==> src/efh_pkg.sv <==
// constants shared by the frame field handler files
package efh_pkg;
   // apb register byte offsets
   localparam logic [7:0] REG_CTRL_OFS = 8'h00;
   localparam logic [7:0] REG_MAXLEN_OFS = 8'h04;
   localparam logic [7:0] REG_STATUS_OFS = 8'h08;
   localparam logic [7:0] REG_COUNT_OFS = 8'h0C;
   // control bit positions
   localparam int CTRL_TX_CUST_PRE = 0;
   localparam int CTRL_TX_FCS_PASS = 1;
   localparam int CTRL_RX_CUST_PRE = 2;
   localparam int CTRL_RX_FCS_PASS = 3;
   localparam int CTRL_LEN_CHK = 4;
   localparam int CTRL_VLAN_EN = 5;
   localparam int CTRL_JUMBO_EN = 6;
   localparam int CTRL_W = 7;
   localparam logic [CTRL_W-1:0] CTRL_RESET = 7'h00;
   localparam logic [15:0] MAXLEN_RESET = 16'h05EE;
   // status bit positions
   localparam int ST_GOOD = 0;
   localparam int ST_FCS_ERR = 1;
   localparam int ST_LEN_ERR = 2;
   localparam int ST_TOO_LONG = 3;
   localparam int ST_RUNT = 4;
   localparam int ST_GROUP = 5;
   localparam int ST_BCAST = 6;
   localparam int ST_VLAN = 7;
   localparam int ST_PAUSE = 8;
   localparam int ST_TYPE = 9;
   localparam int ST_W = 10;
   // frame field constants
   localparam logic [7:0] PRE_BYTE = 8'h55;
   localparam logic [7:0] SFD_BYTE = 8'hD5;
   localparam logic [7:0] PAD_BYTE = 8'h00;
   localparam logic [2:0] PRE_LAST = 3'h6;
   localparam logic [2:0] PRE_SFD_POS = 3'h7;
   localparam logic [1:0] FCS_LAST = 2'h3;
   localparam int FCS_BYTES = 4;
   localparam int HDR_BYTES = 14;
   localparam int LT_HI_POS = 12;
   localparam int LT_LO_POS = 13;
   localparam int DA_BYTES = 6;
   localparam int MIN_FRAME = 64;
   localparam int MIN_DATA = 46;
   localparam int VLAN_EXTRA = 4;
   localparam logic [15:0] TYPE_MIN = 16'h0600;
   localparam logic [15:0] LT_VLAN = 16'h8100;
   localparam logic [15:0] LT_PAUSE = 16'h8808;
   // reflected crc-32 constants
   localparam logic [31:0] CRC_POLY_REV = 32'hEDB88320;
   localparam logic [31:0] CRC_INIT = 32'hFFFFFFFF;
   localparam logic [31:0] CRC_RESIDUE = 32'hDEBB20E3;
endpackage

==> src/efh_frame_field.sv <==
// ethernet frame field handler: tx framing, rx stripping and checks, apb registers
//
// The APB interface to the registers and the register offsets were decided locally.
`timescale 1ns/1ps
module efh_frame_field
   import efh_pkg::*;
#(
   parameter int CNT_W = 16,
   parameter int ADDR_W = 8
)
(
   input wire logic SYS_CLK_I,
   input wire logic RST_I,
   input wire logic CE_I,
   input wire logic PSEL_I,
   input wire logic PENABLE_I,
   input wire logic PWRITE_I,
   input wire logic [ADDR_W-1:0] PADDR_I,
   input wire logic [31:0] PWDATA_I,
   output logic [31:0] PRDATA_O,
   output logic PREADY_O,
   output logic PSLVERR_O,
   input wire logic [7:0] TX_DATA_I,
   input wire logic TX_VALID_I,
   input wire logic TX_LAST_I,
   output logic TX_READY_O,
   output logic [7:0] TXD_O,
   output logic TX_EN_O,
   input wire logic [7:0] RXD_I,
   input wire logic RX_DV_I,
   output logic [7:0] RX_DATA_O,
   output logic RX_VALID_O,
   output logic RX_LAST_O,
   output logic RX_BAD_O
);
   typedef enum logic [2:0] {TX_IDLE, TX_PRE, TX_SFD, TX_DATA, TX_PAD, TX_FCS} efh_tx_e;
   typedef enum logic [1:0] {RX_IDLE, RX_PRE, RX_BODY, RX_DROP} efh_rx_e;

   localparam logic [CNT_W-1:0] TX_PAD_END = CNT_W'(MIN_FRAME - FCS_BYTES);
   localparam logic [CNT_W-1:0] MIN_FRAME_C = CNT_W'(MIN_FRAME);
   localparam logic [CNT_W-1:0] HDR_C = CNT_W'(HDR_BYTES);
   localparam logic [CNT_W-1:0] OVERHEAD_C = CNT_W'(HDR_BYTES + FCS_BYTES);
   localparam logic [CNT_W-1:0] CNT_MAX = {CNT_W{1'b1}};

   // register file
   logic [CTRL_W-1:0] ctrl_q;
   logic [15:0] maxlen_q;
   logic [ST_W-1:0] status_q;
   logic [15:0] good_cnt_q, bad_cnt_q;
   logic pready_q, pslverr_q;
   logic [31:0] prdata_q;

   wire logic tx_cust = ctrl_q[CTRL_TX_CUST_PRE];
   wire logic tx_pass = ctrl_q[CTRL_TX_FCS_PASS];
   wire logic rx_cust = ctrl_q[CTRL_RX_CUST_PRE];
   wire logic rx_pass = ctrl_q[CTRL_RX_FCS_PASS];

   wire logic sel_ctrl = PADDR_I == ADDR_W'(REG_CTRL_OFS);
   wire logic sel_max = PADDR_I == ADDR_W'(REG_MAXLEN_OFS);
   wire logic sel_stat = PADDR_I == ADDR_W'(REG_STATUS_OFS);
   wire logic sel_cnt = PADDR_I == ADDR_W'(REG_COUNT_OFS);
   wire logic sel_any = sel_ctrl | sel_max | sel_stat | sel_cnt;
   wire logic apb_setup = PSEL_I & PENABLE_I & ~pready_q;
   wire logic apb_done = PSEL_I & PENABLE_I & pready_q;
   wire logic wr_ctrl = apb_done & PWRITE_I & sel_ctrl;
   wire logic wr_max = apb_done & PWRITE_I & sel_max;
   wire logic wr_cnt = apb_done & PWRITE_I & sel_cnt;
   wire logic [31:0] rd_mux = sel_ctrl ? 32'(ctrl_q) :
                              sel_max ? 32'(maxlen_q) :
                              sel_stat ? 32'(status_q) :
                              sel_cnt ? {bad_cnt_q, good_cnt_q} : 32'h00000000;

   assign PRDATA_O = prdata_q;
   assign PREADY_O = pready_q;
   assign PSLVERR_O = pslverr_q;

   // one wait state: answer rises on the first edge of the access phase, transfer completes on the second
   always_ff @(posedge SYS_CLK_I or posedge RST_I)
   begin
      if (RST_I)
      begin
         pready_q <= 1'b0;
         pslverr_q <= 1'b0;
         prdata_q <= 32'h00000000;
         ctrl_q <= CTRL_RESET;
         maxlen_q <= MAXLEN_RESET;
      end
      else if (CE_I)
      begin
         pready_q <= apb_setup;
         pslverr_q <= apb_setup & ~sel_any;
         prdata_q <= (apb_setup & ~PWRITE_I) ? rd_mux : 32'h00000000;
         if (wr_ctrl)
            ctrl_q <= PWDATA_I[CTRL_W-1:0];
         if (wr_max)
            maxlen_q <= PWDATA_I[15:0];
      end
   end

   // transmit path
   efh_tx_e tx_state_q, tx_state_d;
   logic [2:0] tx_sub_q;
   logic [CNT_W-1:0] tx_len_q;
   logic [7:0] txd_q;
   logic tx_en_q, tx_ready_q;
   logic [31:0] tx_crc;

   wire logic tx_take = tx_ready_q & TX_VALID_I;
   wire logic [CNT_W-1:0] tx_len_inc = (tx_len_q == CNT_MAX) ? tx_len_q : tx_len_q + 1'b1;
   wire logic tx_short = tx_len_inc < (tx_pass ? MIN_FRAME_C : TX_PAD_END);
   // complemented remainder, low byte first puts order 31 first on the line
   wire logic [31:0] tx_fcs = ~tx_crc;
   wire logic [7:0] tx_fcs_byte = tx_fcs[8*tx_sub_q[1:0] +: 8];
   wire logic tx_crc_init = tx_state_q == TX_IDLE;
   wire logic tx_crc_en = (tx_state_q == TX_DATA && tx_take) ||
                          (tx_state_q == TX_PAD && !tx_pass);
   // pad enters the check as zeros, never the stale client byte still on the input
   wire logic [7:0] tx_crc_byte = (tx_state_q == TX_PAD) ? PAD_BYTE : TX_DATA_I;

   always_comb
   begin
      tx_state_d = tx_state_q;
      case (tx_state_q)
         TX_IDLE:
            if (TX_VALID_I)
               tx_state_d = TX_PRE;
         TX_PRE:
            if (tx_sub_q == PRE_LAST)
               tx_state_d = TX_SFD;
         TX_SFD:
            if (!tx_cust || tx_take)
               tx_state_d = TX_DATA;
         TX_DATA:
            if (tx_take && TX_LAST_I)
            begin
               // pad after a client fcs still keeps the line frame long enough
               if (tx_short)
                  tx_state_d = TX_PAD;
               else
                  tx_state_d = tx_pass ? TX_IDLE : TX_FCS;
            end
         TX_PAD:
            if (!tx_short)
               tx_state_d = tx_pass ? TX_IDLE : TX_FCS;
         TX_FCS:
            if (tx_sub_q[1:0] == FCS_LAST)
               tx_state_d = TX_IDLE;
         default:
            tx_state_d = TX_IDLE;
      endcase
   end

   always_ff @(posedge SYS_CLK_I or posedge RST_I)
   begin
      if (RST_I)
      begin
         tx_state_q <= TX_IDLE;
         tx_sub_q <= 3'h0;
         tx_len_q <= '0;
         txd_q <= PAD_BYTE;
         tx_en_q <= 1'b0;
         tx_ready_q <= 1'b0;
      end
      else if (CE_I)
      begin
         tx_state_q <= tx_state_d;
         tx_ready_q <= (tx_state_d == TX_DATA && !(tx_take && TX_LAST_I)) ||
                       (tx_state_d == TX_SFD && tx_cust && tx_state_q != TX_SFD);
         tx_sub_q <= (tx_state_d != tx_state_q) ? 3'h0 : tx_sub_q + 3'h1;
         case (tx_state_q)
            TX_PRE:
            begin
               txd_q <= PRE_BYTE;
               tx_en_q <= 1'b1;
            end
            TX_SFD:
            begin
               txd_q <= tx_cust ? TX_DATA_I : SFD_BYTE;
               tx_en_q <= !tx_cust || tx_take;
               tx_len_q <= '0;
            end
            TX_DATA:
            begin
               // da, sa and length/type leave exactly as the client gave them
               txd_q <= TX_DATA_I;
               tx_en_q <= tx_take;
               if (tx_take)
                  tx_len_q <= tx_len_inc;
            end
            TX_PAD:
            begin
               txd_q <= PAD_BYTE;
               tx_en_q <= 1'b1;
               tx_len_q <= tx_len_inc;
            end
            TX_FCS:
            begin
               txd_q <= tx_fcs_byte;
               tx_en_q <= 1'b1;
            end
            default:
            begin
               txd_q <= PAD_BYTE;
               tx_en_q <= 1'b0;
            end
         endcase
      end
   end

   efh_crc u_tx_crc (
      .clk_i(SYS_CLK_I),
      .rst_i(RST_I),
      .ce_i(CE_I),
      .init_i(tx_crc_init),
      .en_i(tx_crc_en),
      .data_i(tx_crc_byte),
      .crc_o(tx_crc)
   );

   assign TXD_O = txd_q;
   assign TX_EN_O = tx_en_q;
   assign TX_READY_O = tx_ready_q;

   // receive path
   efh_rx_e rx_state_q, rx_state_d;
   logic [2:0] rx_sub_q;
   logic [CNT_W-1:0] rx_cnt_q;
   logic [3:0][7:0] dly_q;
   logic [2:0] dly_n_q;
   logic [15:0] lt_q;
   logic grp_q, bc_q;
   logic [7:0] pend_q;
   logic pend_v_q;
   logic [7:0] rx_data_q;
   logic rx_valid_q, rx_last_q, rx_bad_q;
   logic [31:0] rx_crc;

   wire logic rx_in_body = rx_state_q == RX_BODY;
   wire logic rx_byte = rx_in_body & RX_DV_I;
   wire logic rx_end = rx_in_body & ~RX_DV_I;
   wire logic [CNT_W-1:0] rx_cnt_inc = (rx_cnt_q == CNT_MAX) ? rx_cnt_q : rx_cnt_q + 1'b1;
   // without fcs pass the last four bytes are held back, so output lags by four
   wire logic cand_v = rx_byte & (rx_pass | dly_n_q[2]);
   wire logic [7:0] cand = rx_pass ? RXD_I : dly_q[3];
   wire logic [CNT_W-1:0] cand_idx = rx_pass ? rx_cnt_q : rx_cnt_q - CNT_W'(FCS_BYTES);
   wire logic lt_is_type = lt_q >= TYPE_MIN;
   wire logic lt_vlan = lt_q == LT_VLAN;
   wire logic lt_pause = lt_q == LT_PAUSE;
   wire logic [CNT_W-1:0] lt_len = CNT_W'(lt_q);
   wire logic in_pad = !lt_is_type && cand_idx >= HDR_C && cand_idx >= HDR_C + lt_len;
   wire logic cand_keep = cand_v & ~(in_pad & ~rx_pass);
   wire logic fcs_err = rx_crc != CRC_RESIDUE;
   wire logic runt = rx_cnt_q < MIN_FRAME_C;
   wire logic len_err = !lt_is_type &&
                        (lt_q < 16'(MIN_DATA) ? rx_cnt_q != MIN_FRAME_C
                                              : rx_cnt_q - OVERHEAD_C != lt_len);
   wire logic [15:0] max_now = maxlen_q + ((lt_vlan && ctrl_q[CTRL_VLAN_EN]) ? 16'(VLAN_EXTRA) : 16'h0000);
   wire logic too_long = !ctrl_q[CTRL_JUMBO_EN] && rx_cnt_q > CNT_W'(max_now);
   wire logic frame_bad = fcs_err | (ctrl_q[CTRL_LEN_CHK] & len_err) | too_long | runt;

   always_comb
   begin
      rx_state_d = rx_state_q;
      case (rx_state_q)
         RX_IDLE:
            if (RX_DV_I)
               rx_state_d = (rx_cust || RXD_I == PRE_BYTE) ? RX_PRE : RX_DROP;
         RX_PRE:
            if (!RX_DV_I)
               rx_state_d = RX_IDLE;
            else if (rx_cust)
            begin
               if (rx_sub_q == PRE_SFD_POS)
                  rx_state_d = RX_BODY;
            end
            else if (RXD_I == SFD_BYTE)
               rx_state_d = RX_BODY;
            else if (RXD_I != PRE_BYTE)
               rx_state_d = RX_DROP;
         RX_BODY:
            if (!RX_DV_I)
               rx_state_d = RX_IDLE;
         RX_DROP:
            if (!RX_DV_I)
               rx_state_d = RX_IDLE;
         default:
            rx_state_d = RX_IDLE;
      endcase
   end

   always_ff @(posedge SYS_CLK_I or posedge RST_I)
   begin
      if (RST_I)
      begin
         rx_state_q <= RX_IDLE;
         rx_sub_q <= 3'h0;
         rx_cnt_q <= '0;
         dly_q <= '0;
         dly_n_q <= 3'h0;
         lt_q <= 16'h0000;
         grp_q <= 1'b0;
         bc_q <= 1'b0;
      end
      else if (CE_I)
      begin
         rx_state_q <= rx_state_d;
         rx_sub_q <= (rx_state_q == RX_IDLE) ? 3'h1 : rx_sub_q + 3'h1;
         if (rx_state_q != RX_BODY)
         begin
            rx_cnt_q <= '0;
            dly_n_q <= 3'h0;
            bc_q <= 1'b1;
         end
         else if (rx_byte)
         begin
            rx_cnt_q <= rx_cnt_inc;
            dly_q <= {dly_q[2:0], RXD_I};
            dly_n_q <= dly_n_q[2] ? dly_n_q : dly_n_q + 3'h1;
            if (rx_cnt_q == '0)
               grp_q <= RXD_I[0];
            if (rx_cnt_q < CNT_W'(DA_BYTES))
               bc_q <= bc_q & (&RXD_I);
            if (rx_cnt_q == CNT_W'(LT_HI_POS))
               lt_q[15:8] <= RXD_I;
            if (rx_cnt_q == CNT_W'(LT_LO_POS))
               lt_q[7:0] <= RXD_I;
         end
      end
   end

   // one byte is parked so the last kept byte can carry the end marker
   always_ff @(posedge SYS_CLK_I or posedge RST_I)
   begin
      if (RST_I)
      begin
         pend_q <= 8'h00;
         pend_v_q <= 1'b0;
         rx_data_q <= 8'h00;
         rx_valid_q <= 1'b0;
         rx_last_q <= 1'b0;
         rx_bad_q <= 1'b0;
      end
      else if (CE_I)
      begin
         rx_valid_q <= (cand_keep | rx_end) & pend_v_q;
         rx_last_q <= rx_end & pend_v_q;
         rx_bad_q <= rx_end & pend_v_q & frame_bad;
         if (pend_v_q && (cand_keep || rx_end))
            rx_data_q <= pend_q;
         if (cand_keep)
         begin
            pend_q <= cand;
            pend_v_q <= 1'b1;
         end
         else if (rx_end)
            pend_v_q <= 1'b0;
      end
   end

   // frame result capture; a frame ending in the same cycle as a counter clear is counted from zero
   always_ff @(posedge SYS_CLK_I or posedge RST_I)
   begin
      if (RST_I)
      begin
         status_q <= '0;
         good_cnt_q <= 16'h0000;
         bad_cnt_q <= 16'h0000;
      end
      else if (CE_I)
      begin
         if (rx_end)
         begin
            status_q[ST_GOOD] <= !frame_bad;
            status_q[ST_FCS_ERR] <= fcs_err;
            status_q[ST_LEN_ERR] <= len_err;
            status_q[ST_TOO_LONG] <= too_long;
            status_q[ST_RUNT] <= runt;
            status_q[ST_GROUP] <= grp_q;
            status_q[ST_BCAST] <= bc_q;
            status_q[ST_VLAN] <= lt_vlan;
            status_q[ST_PAUSE] <= lt_pause;
            status_q[ST_TYPE] <= lt_is_type;
         end
         good_cnt_q <= (wr_cnt ? 16'h0000 : good_cnt_q) + 16'(rx_end & ~frame_bad);
         bad_cnt_q <= (wr_cnt ? 16'h0000 : bad_cnt_q) + 16'(rx_end & frame_bad);
      end
   end

   efh_crc u_rx_crc (
      .clk_i(SYS_CLK_I),
      .rst_i(RST_I),
      .ce_i(CE_I),
      .init_i(!rx_in_body),
      .en_i(rx_byte),
      .data_i(RXD_I),
      .crc_o(rx_crc)
   );

   assign RX_DATA_O = rx_data_q;
   assign RX_VALID_O = rx_valid_q;
   assign RX_LAST_O = rx_last_q;
   assign RX_BAD_O = rx_bad_q;
endmodule

==> src/efh_crc.sv <==
// byte-wide frame check engine, lsb-first reflected form
`timescale 1ns/1ps
module efh_crc
   import efh_pkg::*;
(
   input wire logic clk_i,
   input wire logic rst_i,
   input wire logic ce_i,
   input wire logic init_i,
   input wire logic en_i,
   input wire logic [7:0] data_i,
   output logic [31:0] crc_o
);
   function automatic logic [31:0] crc_byte(input logic [31:0] c, input logic [7:0] d);
      logic [31:0] r;
      r = c;
      for (int i = 0; i < 8; i++)
      begin
         r = (r[0] ^ d[i]) ? ((r >> 1) ^ CRC_POLY_REV) : (r >> 1);
      end
      return r;
   endfunction

   logic [31:0] crc_q;
   wire logic [31:0] crc_d = init_i ? CRC_INIT : crc_byte(crc_q, data_i);
   assign crc_o = crc_q;

   always_ff @(posedge clk_i or posedge rst_i)
   begin
      if (rst_i)
         crc_q <= CRC_INIT;
      else if (ce_i && (init_i || en_i))
         crc_q <= crc_d;
   end
endmodule

==> config.mk <==
export PLATFORM = sky130hd
export DESIGN_NAME = efh_frame_field
export DESIGN_NICKNAME = d
export VERILOG_FILES = /design/src/efh_pkg.sv /design/src/efh_frame_field.sv /design/src/efh_crc.sv
export SDC_FILE = /design/constraint.sdc
export NUM_CORES = 1
export LEC_CHECK = 0
export BUFFER_PORTS_ARGS = -buffer_cell sky130_fd_sc_hd__buf_2
export CORE_MARGIN = 1.5
export CORE_UTILIZATION = 45
export DETAILED_ROUTE_END_ITERATION = 10
export HOLD_SLACK_MARGIN = 0.02
export PLACE_DENSITY = 0.65
export SYNTH_ARGS = -nofsm -noshare
export SYNTH_HDL_FRONTEND = slang
export SYNTH_SLANG_ARGS = --single-unit
==> constraint.sdc <==
create_clock -name SYS_CLK_I -period 12.6 [get_ports SYS_CLK_I]
set_clock_uncertainty 0.1 [all_clocks]
set_input_delay 3.15 -clock SYS_CLK_I [delete_from_list [all_inputs] [get_ports SYS_CLK_I]]
set_output_delay 3.15 -clock SYS_CLK_I [all_outputs]
set_load 0.02 [all_outputs]
# Yosys cells after proc, flatten, opt, wreduce, memory -nomap -nowiden
# Index checks and enable logic that the tools add are counted.
[classes]
bitwise = 71
muxes = 68
n_lt_le_gt_ge = 8
n_reduce_logical = 55
addsub = 11
shifts = 1
eq_ne = 38
[ops]
columns = ["cell", "count"]
rows = [
  ["32-bit two-way mux", 23],
  ["13-bit NOT with 14-bit output", 16],
  ["16-bit two-way mux", 8],
  ["16-bit equality test (second input constant)", 4],
  ["16-bit case mux with 3 select lines", 1],
  ["3-bit two-way mux", 14],
  ["16-bit by 1-bit adder with 16-bit output (second input constant)", 2],
  ["16-bit by 4-bit equality test with 1-bit output (second input constant)", 2],
  ["32-bit inequality test (second input constant)", 1],
  ["32-bit NOT", 1],
  ["8-bit case mux with 4 select lines", 1],
  ["32-bit by 6-bit variable part select with 8-bit output", 1],
  ["8-bit two-way mux", 3],
  ["1-bit AND", 21],
  ["3-bit case mux with 6 select lines", 1],
  ["16-bit by 1-bit adder with 16-bit output", 1],
  ["16-bit adder", 1],
  ["16-bit by 3-bit adder with 16-bit output", 1],
  ["4-bit by 16-bit adder with 16-bit output (first input constant)", 1],
  ["1-bit by 16-bit AND with 16-bit output", 1],
  ["8-bit by 4-bit equality test with 1-bit output (second input constant)", 2],
  ["16-bit by 11-bit greater-or-equal comparator with 1-bit output (second input constant)", 1],
  ["16-bit greater-or-equal comparator", 1],
  ["16-bit by 4-bit greater-or-equal comparator with 1-bit output (second input constant)", 1],
  ["other kinds (50)", 143],
]
[totals]
output_inout_bits = 55
ff_bits = 289

# Logic depth before layout (Yosys ltp)
# Gate-level depths: netlist of run 1.
[logic_depth]
word_depth = 19
mapped_depth = 27

# By module
# Synthesis of run 1 repeated with hierarchy kept, for this count alone.
[unflattened]
cells_unflattened = 1720
hier_area_um2 = 17909.7
[by_module_without_submodules]
columns = ["module", "n_inst", "area_each_um2", "cells_per_inst", "seq_area_each_um2"]
rows = [
  ["efh_frame_field", 1, 13558.0, 1392, 5640.4],
  ["efh_crc", 2, 2175.8, 164, 840.8],
]

# Least setup slack after synthesis of run 1
# Ideal clock, no wire load.
[synth_timing]
path_type = "in2reg"
startpoint = "in PADDR_I[5]"
endpoint = "reg good_cnt_q[8]"
required_ps = 12421
arrival_ps = 5274
path_slack_ps = 7147
setup_time_ps = 79
path_stages = 12
cell_sequence = "nor2_1 > nand3_1 > or4_1 > clkbuf_1 > and2_1 > ha_1 > ha_1 > nand2_1 > nor3_1 > and3_1 > nand3_1 > xor2_1"
[synth_between]
elab_chain_len = 4
[synth_rtl]
columns = ["item", "line", "source"]
rows = [
  ["from (decl)", "efh_frame_field.sv:18", "input wire logic [ADDR_W-1:0] PADDR_I,"],
  ["8-bit by 4-bit equality test with 1-bit output", "efh_frame_field.sv:61", "wire logic sel_cnt = PADDR_I == ADDR_W'(REG_COUNT_OFS);"],
  ["1-bit AND", "efh_frame_field.sv:67", "wire logic wr_cnt = apb_done & PWRITE_I & sel_cnt;"],
  ["16-bit two-way mux", "efh_frame_field.sv:384", "good_cnt_q <= (wr_cnt ? 16'h0000 : good_cnt_q) + 16'(rx_end & ~frame_bad);"],
  ["16-bit adder", "efh_frame_field.sv:384", ""],
  ["to (signal assigned)", "efh_frame_field.sv:384", ""],
  ["to (decl)", "efh_frame_field.sv:49", "logic [15:0] good_cnt_q, bad_cnt_q;"],
]
# Every way passes these cells.
# A chain may end at the register's enable or synchronous reset.

# Worst setup path after layout of run 1
[layout_timing]
startpoint = "reg lt_q[13] (netlist: lt_len[13])"
endpoint = "reg good_cnt_q[11]"
[layout_between]
elab_chain_len = 11
word_cells_on_any_way = 19
[layout_rtl]
columns = ["item", "line", "source"]
rows = [
  ["from (decl)", "efh_frame_field.sv:230", "logic [15:0] lt_q;"],
  ["from (signal assigned)", "efh_frame_field.sv:300", "lt_q <= 16'h0000;"],
  ["from (signal assigned)", "efh_frame_field.sv:324", "lt_q[15:8] <= RXD_I;"],
  ["16-bit equality test", "efh_frame_field.sv:247", "wire logic lt_vlan = lt_q == LT_VLAN;"],
  ["1-bit logical AND", "efh_frame_field.sv:257", "wire logic [15:0] max_now = maxlen_q + ((lt_vlan && ctrl_q[CTRL_VLAN_EN]) ? 16'(VLAN_EXTRA) : 16'h0000);"],
  ["3-bit two-way mux", "efh_frame_field.sv:257", ""],
  ["16-bit by 3-bit adder with 16-bit output", "efh_frame_field.sv:257", ""],
  ["16-bit > comparator", "efh_frame_field.sv:258", "wire logic too_long = !ctrl_q[CTRL_JUMBO_EN] && rx_cnt_q > CNT_W'(max_now);"],
  ["1-bit logical AND", "efh_frame_field.sv:258", ""],
  ["1-bit bitwise OR (*) (2 in series)", "efh_frame_field.sv:259", "wire logic frame_bad = fcs_err | (ctrl_q[CTRL_LEN_CHK] & len_err) | too_long | runt;"],
  ["1-bit NOT with 16-bit output (*)", "efh_frame_field.sv:384", ""],
  ["1-bit by 16-bit AND with 16-bit output (*)", "efh_frame_field.sv:384", ""],
  ["16-bit adder (*)", "efh_frame_field.sv:384", ""],
]
# Mark *: on every way between the ends. The rest lies on a longest branch, timed or not.

==> results of run 1 <==
## worst min-delay path, cell delays in order, from the launching register on
cell and delay, ps:
sky130_fd_sc_hd__dfrtp_1 340, sky130_fd_sc_hd__nand2_1 50, sky130_fd_sc_hd__nand2_1 50
## path summary, 6_finish.rpt
check	start	end	slack [ps]	cells past startpoint
max	lt_len[13]	good_cnt_q[11]	6290	24
min	dly_q[0]	dly_q[8]	360	2
max reg2reg	lt_len[13]	good_cnt_q[11]	6290	24
min reg2reg	dly_q[0]	dly_q[8]	360	2
max in group asynchronous	RST_I	PRDATA_O[7]	8320	3
min in group asynchronous	RST_I	TXD_O[5]	2670	2
## per-layer routing
metal	track usage (%)	part of all wire (%)
met3	3.398	4.4
met1	30.08	47
met4	5.909	2.1
met2	35.43	47
met5	0	0.031
## sequential cells by signal, summed over array words and instances (netlist names), 2 cells and up
signal,flops
PRDATA_O,32
dly_q,32
u_rx_crc.crc_o,32
u_tx_crc.crc_o,32
bad_cnt_q,16
good_cnt_q,16
lt_len,16
maxlen_q,16
rx_cnt_q,16
tx_len_q,16
status_q,10
RX_DATA_O,8
TXD_O,8
pend_q,8
ctrl_q,7
dly_n_q,3
rx_sub_q,3
tx_state_q,3
tx_sub_q,3
rx_state_q,2
## cell families (layout without fill, tap and decap cells)
kind of cell	count (synthesis)	in the layout
compound gates	295	295
xor+xnor	240	240
fa+ha+maj	59	59
buf+inv	116	207
flops	289	289
mux	103	103
other cells	0	1
simple gates	632	632
## layout make-up
cell class,count,area (um^2)
diodes,1,2.502
clock buffers,52,1061
clock inverters,11,100.1
fillers,3308,17850
inverters,30,120.1
multi-input cells,1329,9179
flip-flops and latches,289,7322
well taps,504,630.6
repair buffers,114,610.6
## metrics by stage
step	total power [W]	util, %	hold slack [ps]	area, um^2	setup WS (ps)
finish	0.003888	51.60	364.1	19030	6293
global route	0.004147	51.59	385.8	19020	5744
CTS	0.003924	51.59	368.7	19020	6276
global placement	0.002858	48.44	350.2	17860	6267
detailed placement	0.002892	48.44	356.8	17860	6296
floorplan	0.002582	-	333.1	16960	1492
## power by group
part,internal [W],switching [W],total (W)
Sequential,0.00119,0.000190,0.00138
Clock,0.000605,0.000399,0.00100
Combinational,0.000692,0.000814,0.00151
## cell usage in the layout (no fill, tap or decap), types with 14 or more instances in the layout
cell,netlist,routed
sky130_fd_sc_hd__buf_2,8,103
sky130_fd_sc_hd__nor3_1,26,25
sky130_fd_sc_hd__xor2_1,96,96
sky130_fd_sc_hd__mux2_2,48,48
sky130_fd_sc_hd__nand2_1,235,235
sky130_fd_sc_hd__and3_1,23,23
sky130_fd_sc_hd__mux2i_1,31,31
sky130_fd_sc_hd__and2_1,14,14
sky130_fd_sc_hd__a21o_1,21,21
sky130_fd_sc_hd__dfstp_2,72,72
sky130_fd_sc_hd__nor2_1,152,150
sky130_fd_sc_hd__clkbuf_16,0,36
sky130_fd_sc_hd__mux2_4,16,16
sky130_fd_sc_hd__dfrtp_1,217,217
sky130_fd_sc_hd__o2bb2ai_1,14,14
sky130_fd_sc_hd__nand3_1,59,59
sky130_fd_sc_hd__o21ai_0,52,51
sky130_fd_sc_hd__a21oi_1,96,96
sky130_fd_sc_hd__ha_1,59,59
sky130_fd_sc_hd__nor4_1,16,16
sky130_fd_sc_hd__inv_1,29,28
sky130_fd_sc_hd__nand4_1,26,26
sky130_fd_sc_hd__a22o_1,20,20
sky130_fd_sc_hd__xnor2_1,135,135
==> reports/summary.log, run 1 <==
[global_route] antenna violations before repair 1
[floorplan] standard-cell rows 70
[clock_network] clock tree from TritonCTS yes
[synthesis] async set-or-reset flop fraction in the synthesized netlist 100.0%
[route] violation count after the first detailed-route iteration 722
[global_route] GRT Residual Overflow 0
[floorplan] boundary pin count 120
[sta] unrepaired setup endpoints after global routing false
[route] number of antenna-violating nets in the routed design 0
[layout] final cell count without fillers 2330
[clock_network] cts repair resizes 0
[critical_path] Critical Path Fanout Max 5
[synthesis] Synth Area in Simple Gates 17.76%
[synthesis] Yosys cell types 85
[synthesis] post-synthesis share of cell area spent on full adders, half adders and majority gates 4.353%
[clock_network] buffers inserted during post-CTS setup optimization 0
[placed_design] Placed Cells 2266
[sta] crit path time final 6307 ps
[placed_design] number of I/O port buffers 103
[placed_design] estimated wirelength of the detail-placed design 28070 um
[synthesis] post-synthesis cell type with the largest combined area sky130_fd_sc_hd__dfrtp_1
[critical_path] type of element capturing the critical path register
[critical_path] category of cells accounting for the largest share of critical-path delay simple AND/OR/NAND/NOR gates
[synthesis] dominant cells by area after synthesis sky130_fd_sc_hd__dfrtp_1, sky130_fd_sc_hd__dfstp_2, sky130_fd_sc_hd__xnor2_1
[floorplan] effective utilization at floorplan 45.99%
[route] DRC 0
[synthesis] post-synthesis cell area 0.01696 mm^2
[synthesis] area share of xor/xnor cells in the synthesized design 12.90%
[synthesis] number of nets produced by synthesis 1858
[route] mean routed wirelength per cell 17.76 um
[critical_path] slowest cell delay on critical path 710 ps
[critical_path] critical path required time 12910 ps
[route] drt pass-1 iters 5
[synthesis] area share of the largest cell type after synthesis 32.02%
[synthesis] complex-gate fraction of the synthesized area 11.53%
[power_and_ir_drop] Leak Pwr 8.514 nW
[route] Detailed Route WL 41370 um
[clock_network] total of hold buffers inserted after clock tree synthesis 0
[clock_network] clock slew at the register clock pins of the worst setup and hold paths 60 ps
[synthesis] multiplexer share of the synthesized area 7.496%
[synthesis] combinational family with the most area after synthesis simple AND/OR/NAND/NOR gates
[sta] Hold Violations, Final 0
[layout] fraction of final layout cells sized beyond drive strength 1 18.96%
[synthesis] synthesis warning total 0
[route] Via Count 12.91k
[synthesis] most frequent cell after synthesis sky130_fd_sc_hd__nand2_1
[synthesis] number of enable-type register cells in the synthesized netlist 0
[synthesis] syn_area_per_cell 9.780 um^2
[critical_path] sequence of cells on the critical path nor3_1 > and2_1 > nand4_1 > or4b_2 > nor2_1 > ha_1 > ha_1 > and3_1 > nand3_1 > xor2_1 > ha_1 > a21o_1 > a21oi_1 > nor2_1 > a2111oi_0 > o21a_1 > and4_1 > ha_1 > nand2_1 > nor4_1 > nand2_1 > nor2_1 > nand3_1 > xor2_1
[sta] Setup Total Neg Slack 0 ps
[run_status] result of the run finished clean
[global_route] vias in the first global route 12.82k
[synthesis] Mapped Cells 1734
[sta] number of endpoints failing setup at the final stage 0
[layout] area overhead of the layout relative to synthesis 12.19%
[critical_path] count of buffering cells on the critical path with inverters included 0
[critical_path] kind of launch point of the worst setup path register
[synthesis] Seq/Total Area, Yosys 43.18%
[hold_path] class of the most critical hold timing path register to register
[power_and_ir_drop] worst voltage drop across the vdd grid 0.1229 mV
[critical_path] critical-path cell with the highest stage delay sky130_fd_sc_hd__or4b_2
[global_route] pin count of the biggest net entering global routing 179
[global_route] global-route wire length before repair 68340 um
[critical_path] Crit Path Category register to register
[clock_network] clock root buffer sky130_fd_sc_hd__clkbuf_16
[global_route] overall track demand over capacity in global routing 21.73%
[clock_network] Clock Path Buffers 3
[floorplan] Core Box Area 0.03687 mm^2
[route] Vias/cell 5.541
[synthesis] post-synthesis register bit count 289
[clock_network] number of clock sinks 289
[layout] number of nets in the layout 1923
[flow_run] Maximum Capacitance Violations 0
[placed_design] Final GP Congestion 0.9033
[critical_path] arrival time at the worst endpoint 6620 ps
[floorplan] die outline width 197.1 um
[synthesis] most numerous cell types in the synthesized netlist sky130_fd_sc_hd__nand2_1, sky130_fd_sc_hd__dfrtp_1, sky130_fd_sc_hd__nor2_1
[floorplan] vertical extent of the die 197.1 um
[critical_path] crit-path most repeated cell sky130_fd_sc_hd__ha_1
[clock_network] TritonCTS Buffers 35
[sta] fraction of the cycle the final worst path needs 50.06%
[clock_network] CTS H-Tree Depth 2
[sta] peak clock frequency supported by timing 158.5 MHz
[floorplan] Die Outline Area 0.03886 mm^2
[clock_network] worst skew pair latency 520 ps
[sta] slew of the pin with the lowest slew margin 1136 ps
[power_and_ir_drop] power per cell area 204.3 mW/mm^2
[synthesis] dominant register cell in the synthesized netlist sky130_fd_sc_hd__dfrtp_1
[sta] max-slew violation count 0
[sta] worst rel slew slack 23.74%
Power figures use the tool's default switching activity.
==> run 2: changes to the inputs <==
- PLACE_DENSITY: 0.65 -> 0.68
- clock period: 12.6 -> 5.8 ns (I/O delays scaled with it)
==> run 2 against run 1 <==
- sequential power rose by 120%
- combinational power rose by 120%
- core utilization increased by 0.58 points
- wire length fell by 0.65%
- register-to-register slack worse by 5900 ps
- non-clock buffer count is 28 higher
- hold slack hardly changed
==> reports/summary.log, run 2 (synthesis results as in run 1) <==
[run_status] result of the run finished clean [unchanged]
[sta] crit path time final 5422 ps [was 6307 ps]
[clock_network] number of clock sinks 289 [unchanged]
[layout] area overhead of the layout relative to synthesis 13.46% [was 12.19%]
[floorplan] effective utilization at floorplan 45.99% [unchanged]
[sta] worst path setup slack after routing 377.5 ps [was 6293 ps]
[floorplan] vertical extent of the die 197.1 um [unchanged]
[global_route] vias in the first global route 13.19k [was 12.82k]
[floorplan] die outline width 197.1 um [unchanged]
[clock_network] CTS H-Tree Depth 2 [unchanged]
[sta] peak clock frequency supported by timing 184.4 MHz [was 158.5 MHz]
[floorplan] standard-cell rows 70 [unchanged]
[critical_path] critical path required time 6100 ps [was 12910 ps]
[route] drt pass-1 iters 4 [was 5]
[layout] most frequent standard cell in the layout excluding fill and tap cells sky130_fd_sc_hd__nand2_1 [unchanged]
[clock_network] total of hold buffers inserted after clock tree synthesis 0 [unchanged]
[route] Via Count 13.13k [was 12.91k]
[global_route] overall track demand over capacity in global routing 21.44% [was 21.73%]
[sta] max-slew violation count 0 [unchanged]
[route] Vias/cell 5.573 [was 5.541]
[global_route] antenna violations before repair 1 [unchanged]
[global_route] GRT Residual Overflow 0 [unchanged]
[sta] Hold Violations, Final 0 [unchanged]
[layout] fillcell total 3317 [was 3308]
[power_and_ir_drop] worst voltage drop across the vdd grid 0.3094 mV [was 0.1229 mV]
[placed_design] number of I/O port buffers 103 [unchanged]
[route] mean routed wirelength per cell 17.45 um [was 17.76 um]
[clock_network] clock slew at the register clock pins of the worst setup and hold paths 60 ps [about the same]
[flow_run] Maximum Capacitance Violations 0 [unchanged]
[clock_network] clock tree from TritonCTS yes [unchanged]
[power_and_ir_drop] power per cell area 437.4 mW/mm^2 [was 204.3 mW/mm^2]
[layout] leading cell types in the layout, fill and taps excluded sky130_fd_sc_hd__nand2_1, sky130_fd_sc_hd__dfrtp_1, sky130_fd_sc_hd__nor2_1 [unchanged]
[route] DRC 0 [unchanged]
[sta] worst rel slew slack 22.41% [was 23.74%]
[layout] number of nets in the layout 1950 [was 1923]
[floorplan] Core Box Area 0.03687 mm^2 [unchanged]
[layout] fraction of final layout cells sized beyond drive strength 1 20.42% [was 18.96%]
[critical_path] type of element capturing the critical path register [unchanged]
[sta] number of endpoints failing setup at the final stage 0 [unchanged]
[critical_path] kind of launch point of the worst setup path register [unchanged]
[critical_path] arrival time at the worst endpoint 5720 ps [was 6620 ps]
[floorplan] Die Outline Area 0.03886 mm^2 [unchanged]
[power_and_ir_drop] total power after layout 0.008416 W [was 0.003888 W]
[layout] Antenna Diode Count 0 [was 1]
[clock_network] clock root buffer sky130_fd_sc_hd__clkbuf_16 [unchanged]
[route] Detailed Route WL 41100 um [was 41370 um]
[placed_design] pre-CTS setup slack -88.97 ps [was 6296 ps]
[sta] slew of the pin with the lowest slew margin 1156 ps [was 1136 ps]
[placed_design] Final GP Congestion 0.8715 [was 0.9033]
[route] number of antenna-violating nets in the routed design 0 [unchanged]
[critical_path] Critical Path Fanout Max 4 [was 5]
[global_route] global-route wire length before repair 67900 um [was 68340 um]
[global_route] pin count of the biggest net entering global routing 142 [was 179]
[sta] fraction of the cycle the final worst path needs 93.49% [was 50.06%]
[clock_network] TritonCTS Buffers 34 [was 35]
[clock_network] worst skew pair latency 520 ps [about the same]
[critical_path] Crit Path Category register to register [unchanged]
[clock_network] Clock Path Buffers 3 [unchanged]
[placed_design] estimated wirelength of the detail-placed design 28570 um [was 28070 um]
[floorplan] boundary pin count 120 [unchanged]
[sta] unrepaired setup endpoints after global routing false [unchanged]
[route] violation count after the first detailed-route iteration 877 [was 722]
[hold_path] class of the most critical hold timing path register to register [unchanged]
[power_and_ir_drop] Leak Pwr 8.639 nW [was 8.514 nW]
## run 2: cell count changes in the layout (fill, tap and decap cells not counted), moves of 2 or more
cell and delta:
sky130_fd_sc_hd__buf_4 +27, sky130_fd_sc_hd__clkbuf_8 -3, sky130_fd_sc_hd__clkinv_2 -2, sky130_fd_sc_hd__clkinvlp_4 +2, sky130_fd_sc_hd__inv_6 +2, sky130_fd_sc_hd__nor2_1 -2
sky130_fd_sc_hd__nor2_2 +2, sky130_fd_sc_hd__nor3_1 -2, sky130_fd_sc_hd__nor3_2 +2
## run 2: path summary, 6_finish.rpt
kind,from,to,slack [ps],cells after the start
max,lt_len[14],good_cnt_q[12],380,27
min,dly_q[12],dly_q[20],360,2
max reg2reg,lt_len[14],good_cnt_q[12],380,27
min reg2reg,dly_q[12],dly_q[20],360,2
max in group asynchronous,RST_I,dly_q[5],3420,3
min in group asynchronous,RST_I,PRDATA_O[21],990,2
## run 2: timing repair
| action | 4_1_cts | 5_1_grt |
|---|---|---|
| endpoints found under the setup margin | 6 | 16 |
| gates resized for setup | 2 | 7 |
| setup buffers | 0 | 0 |
| pin swaps | 0 | 1 |
## run 2: worst max-delay path: stages (launching register included)
cell and delay (ps):
sky130_fd_sc_hd__dfrtp_1 390, sky130_fd_sc_hd__nor3_2 250, sky130_fd_sc_hd__and2_1 190, sky130_fd_sc_hd__nand4_1 150
sky130_fd_sc_hd__or4b_4 570, sky130_fd_sc_hd__nor2_1 110, sky130_fd_sc_hd__ha_1 200, sky130_fd_sc_hd__ha_1 180
sky130_fd_sc_hd__and3_1 230, sky130_fd_sc_hd__buf_4 130, sky130_fd_sc_hd__xnor2_1 60, sky130_fd_sc_hd__ha_1 180
sky130_fd_sc_hd__a21o_1 170, sky130_fd_sc_hd__a21o_1 160, sky130_fd_sc_hd__a21oi_1 140, sky130_fd_sc_hd__nor2_1 70
sky130_fd_sc_hd__a2111oi_2 350, sky130_fd_sc_hd__o21a_2 220, sky130_fd_sc_hd__and4_1 200, sky130_fd_sc_hd__ha_1 170
sky130_fd_sc_hd__ha_1 150, sky130_fd_sc_hd__nand2_1 80, sky130_fd_sc_hd__nor3_2 190, sky130_fd_sc_hd__buf_4 140
sky130_fd_sc_hd__nand3_1 90, sky130_fd_sc_hd__nor2_2 160, sky130_fd_sc_hd__nand3_1 100, sky130_fd_sc_hd__xor2_1 160
## run 2: per-stage QoR
step / cells / util (%) / setup TNS (ps) / hold WS, ps / cell area [um^2]
after CTS: 2355 / 52.11 / 0 / 368.8 / 19210
final: 2355 / 52.18 / 0 / 364.4 / 19240
after global routing: 2355 / 52.18 / 0 / 386.6 / 19240
after global placement: 2294 / 49.04 / 0 / 348.2 / 18080
after floorplan: 1734 / - / 0 / 333.1 / 16960
after detailed placement: 2294 / 49.04 / -243.3 / 352.8 / 18080
## run 2: report_power, final
part	switching [W]	internal [W]	total [W]
Combinational	0.00176	0.00152	0.00328
Clock	0.000854	0.00129	0.00215
Sequential	0.000412	0.00258	0.00299
## run 2: area by class of cell
cell class              instances  area (um^2)  area share, %
clock buffers                  49        998.5          5.189
inverters                      30        116.4         0.6048
well taps                     504        630.6          3.277
flip-flops and latches        289         7322          38.05
repair buffers                142        833.3          4.331
multi-input cells            1329         9211          47.87
clock inverters                12        128.9         0.6698
## run 2: metal layers
| layer | part of all wire (%) | up-vias | routed length (um) | track usage, % |
|---|---|---|---|---|
| li1 | - | 6255 | - | - |
| met1 | 46 | 6499 | 18730 | 28.76 |
| met2 | 47 | 293 | 19380 | 35.40 |
| met3 | 4.5 | 76 | 1832 | 3.159 |
| met4 | 2.8 | 2 | 1149 | 7.492 |
| met5 | 0.019 | - | 8 | 0 |
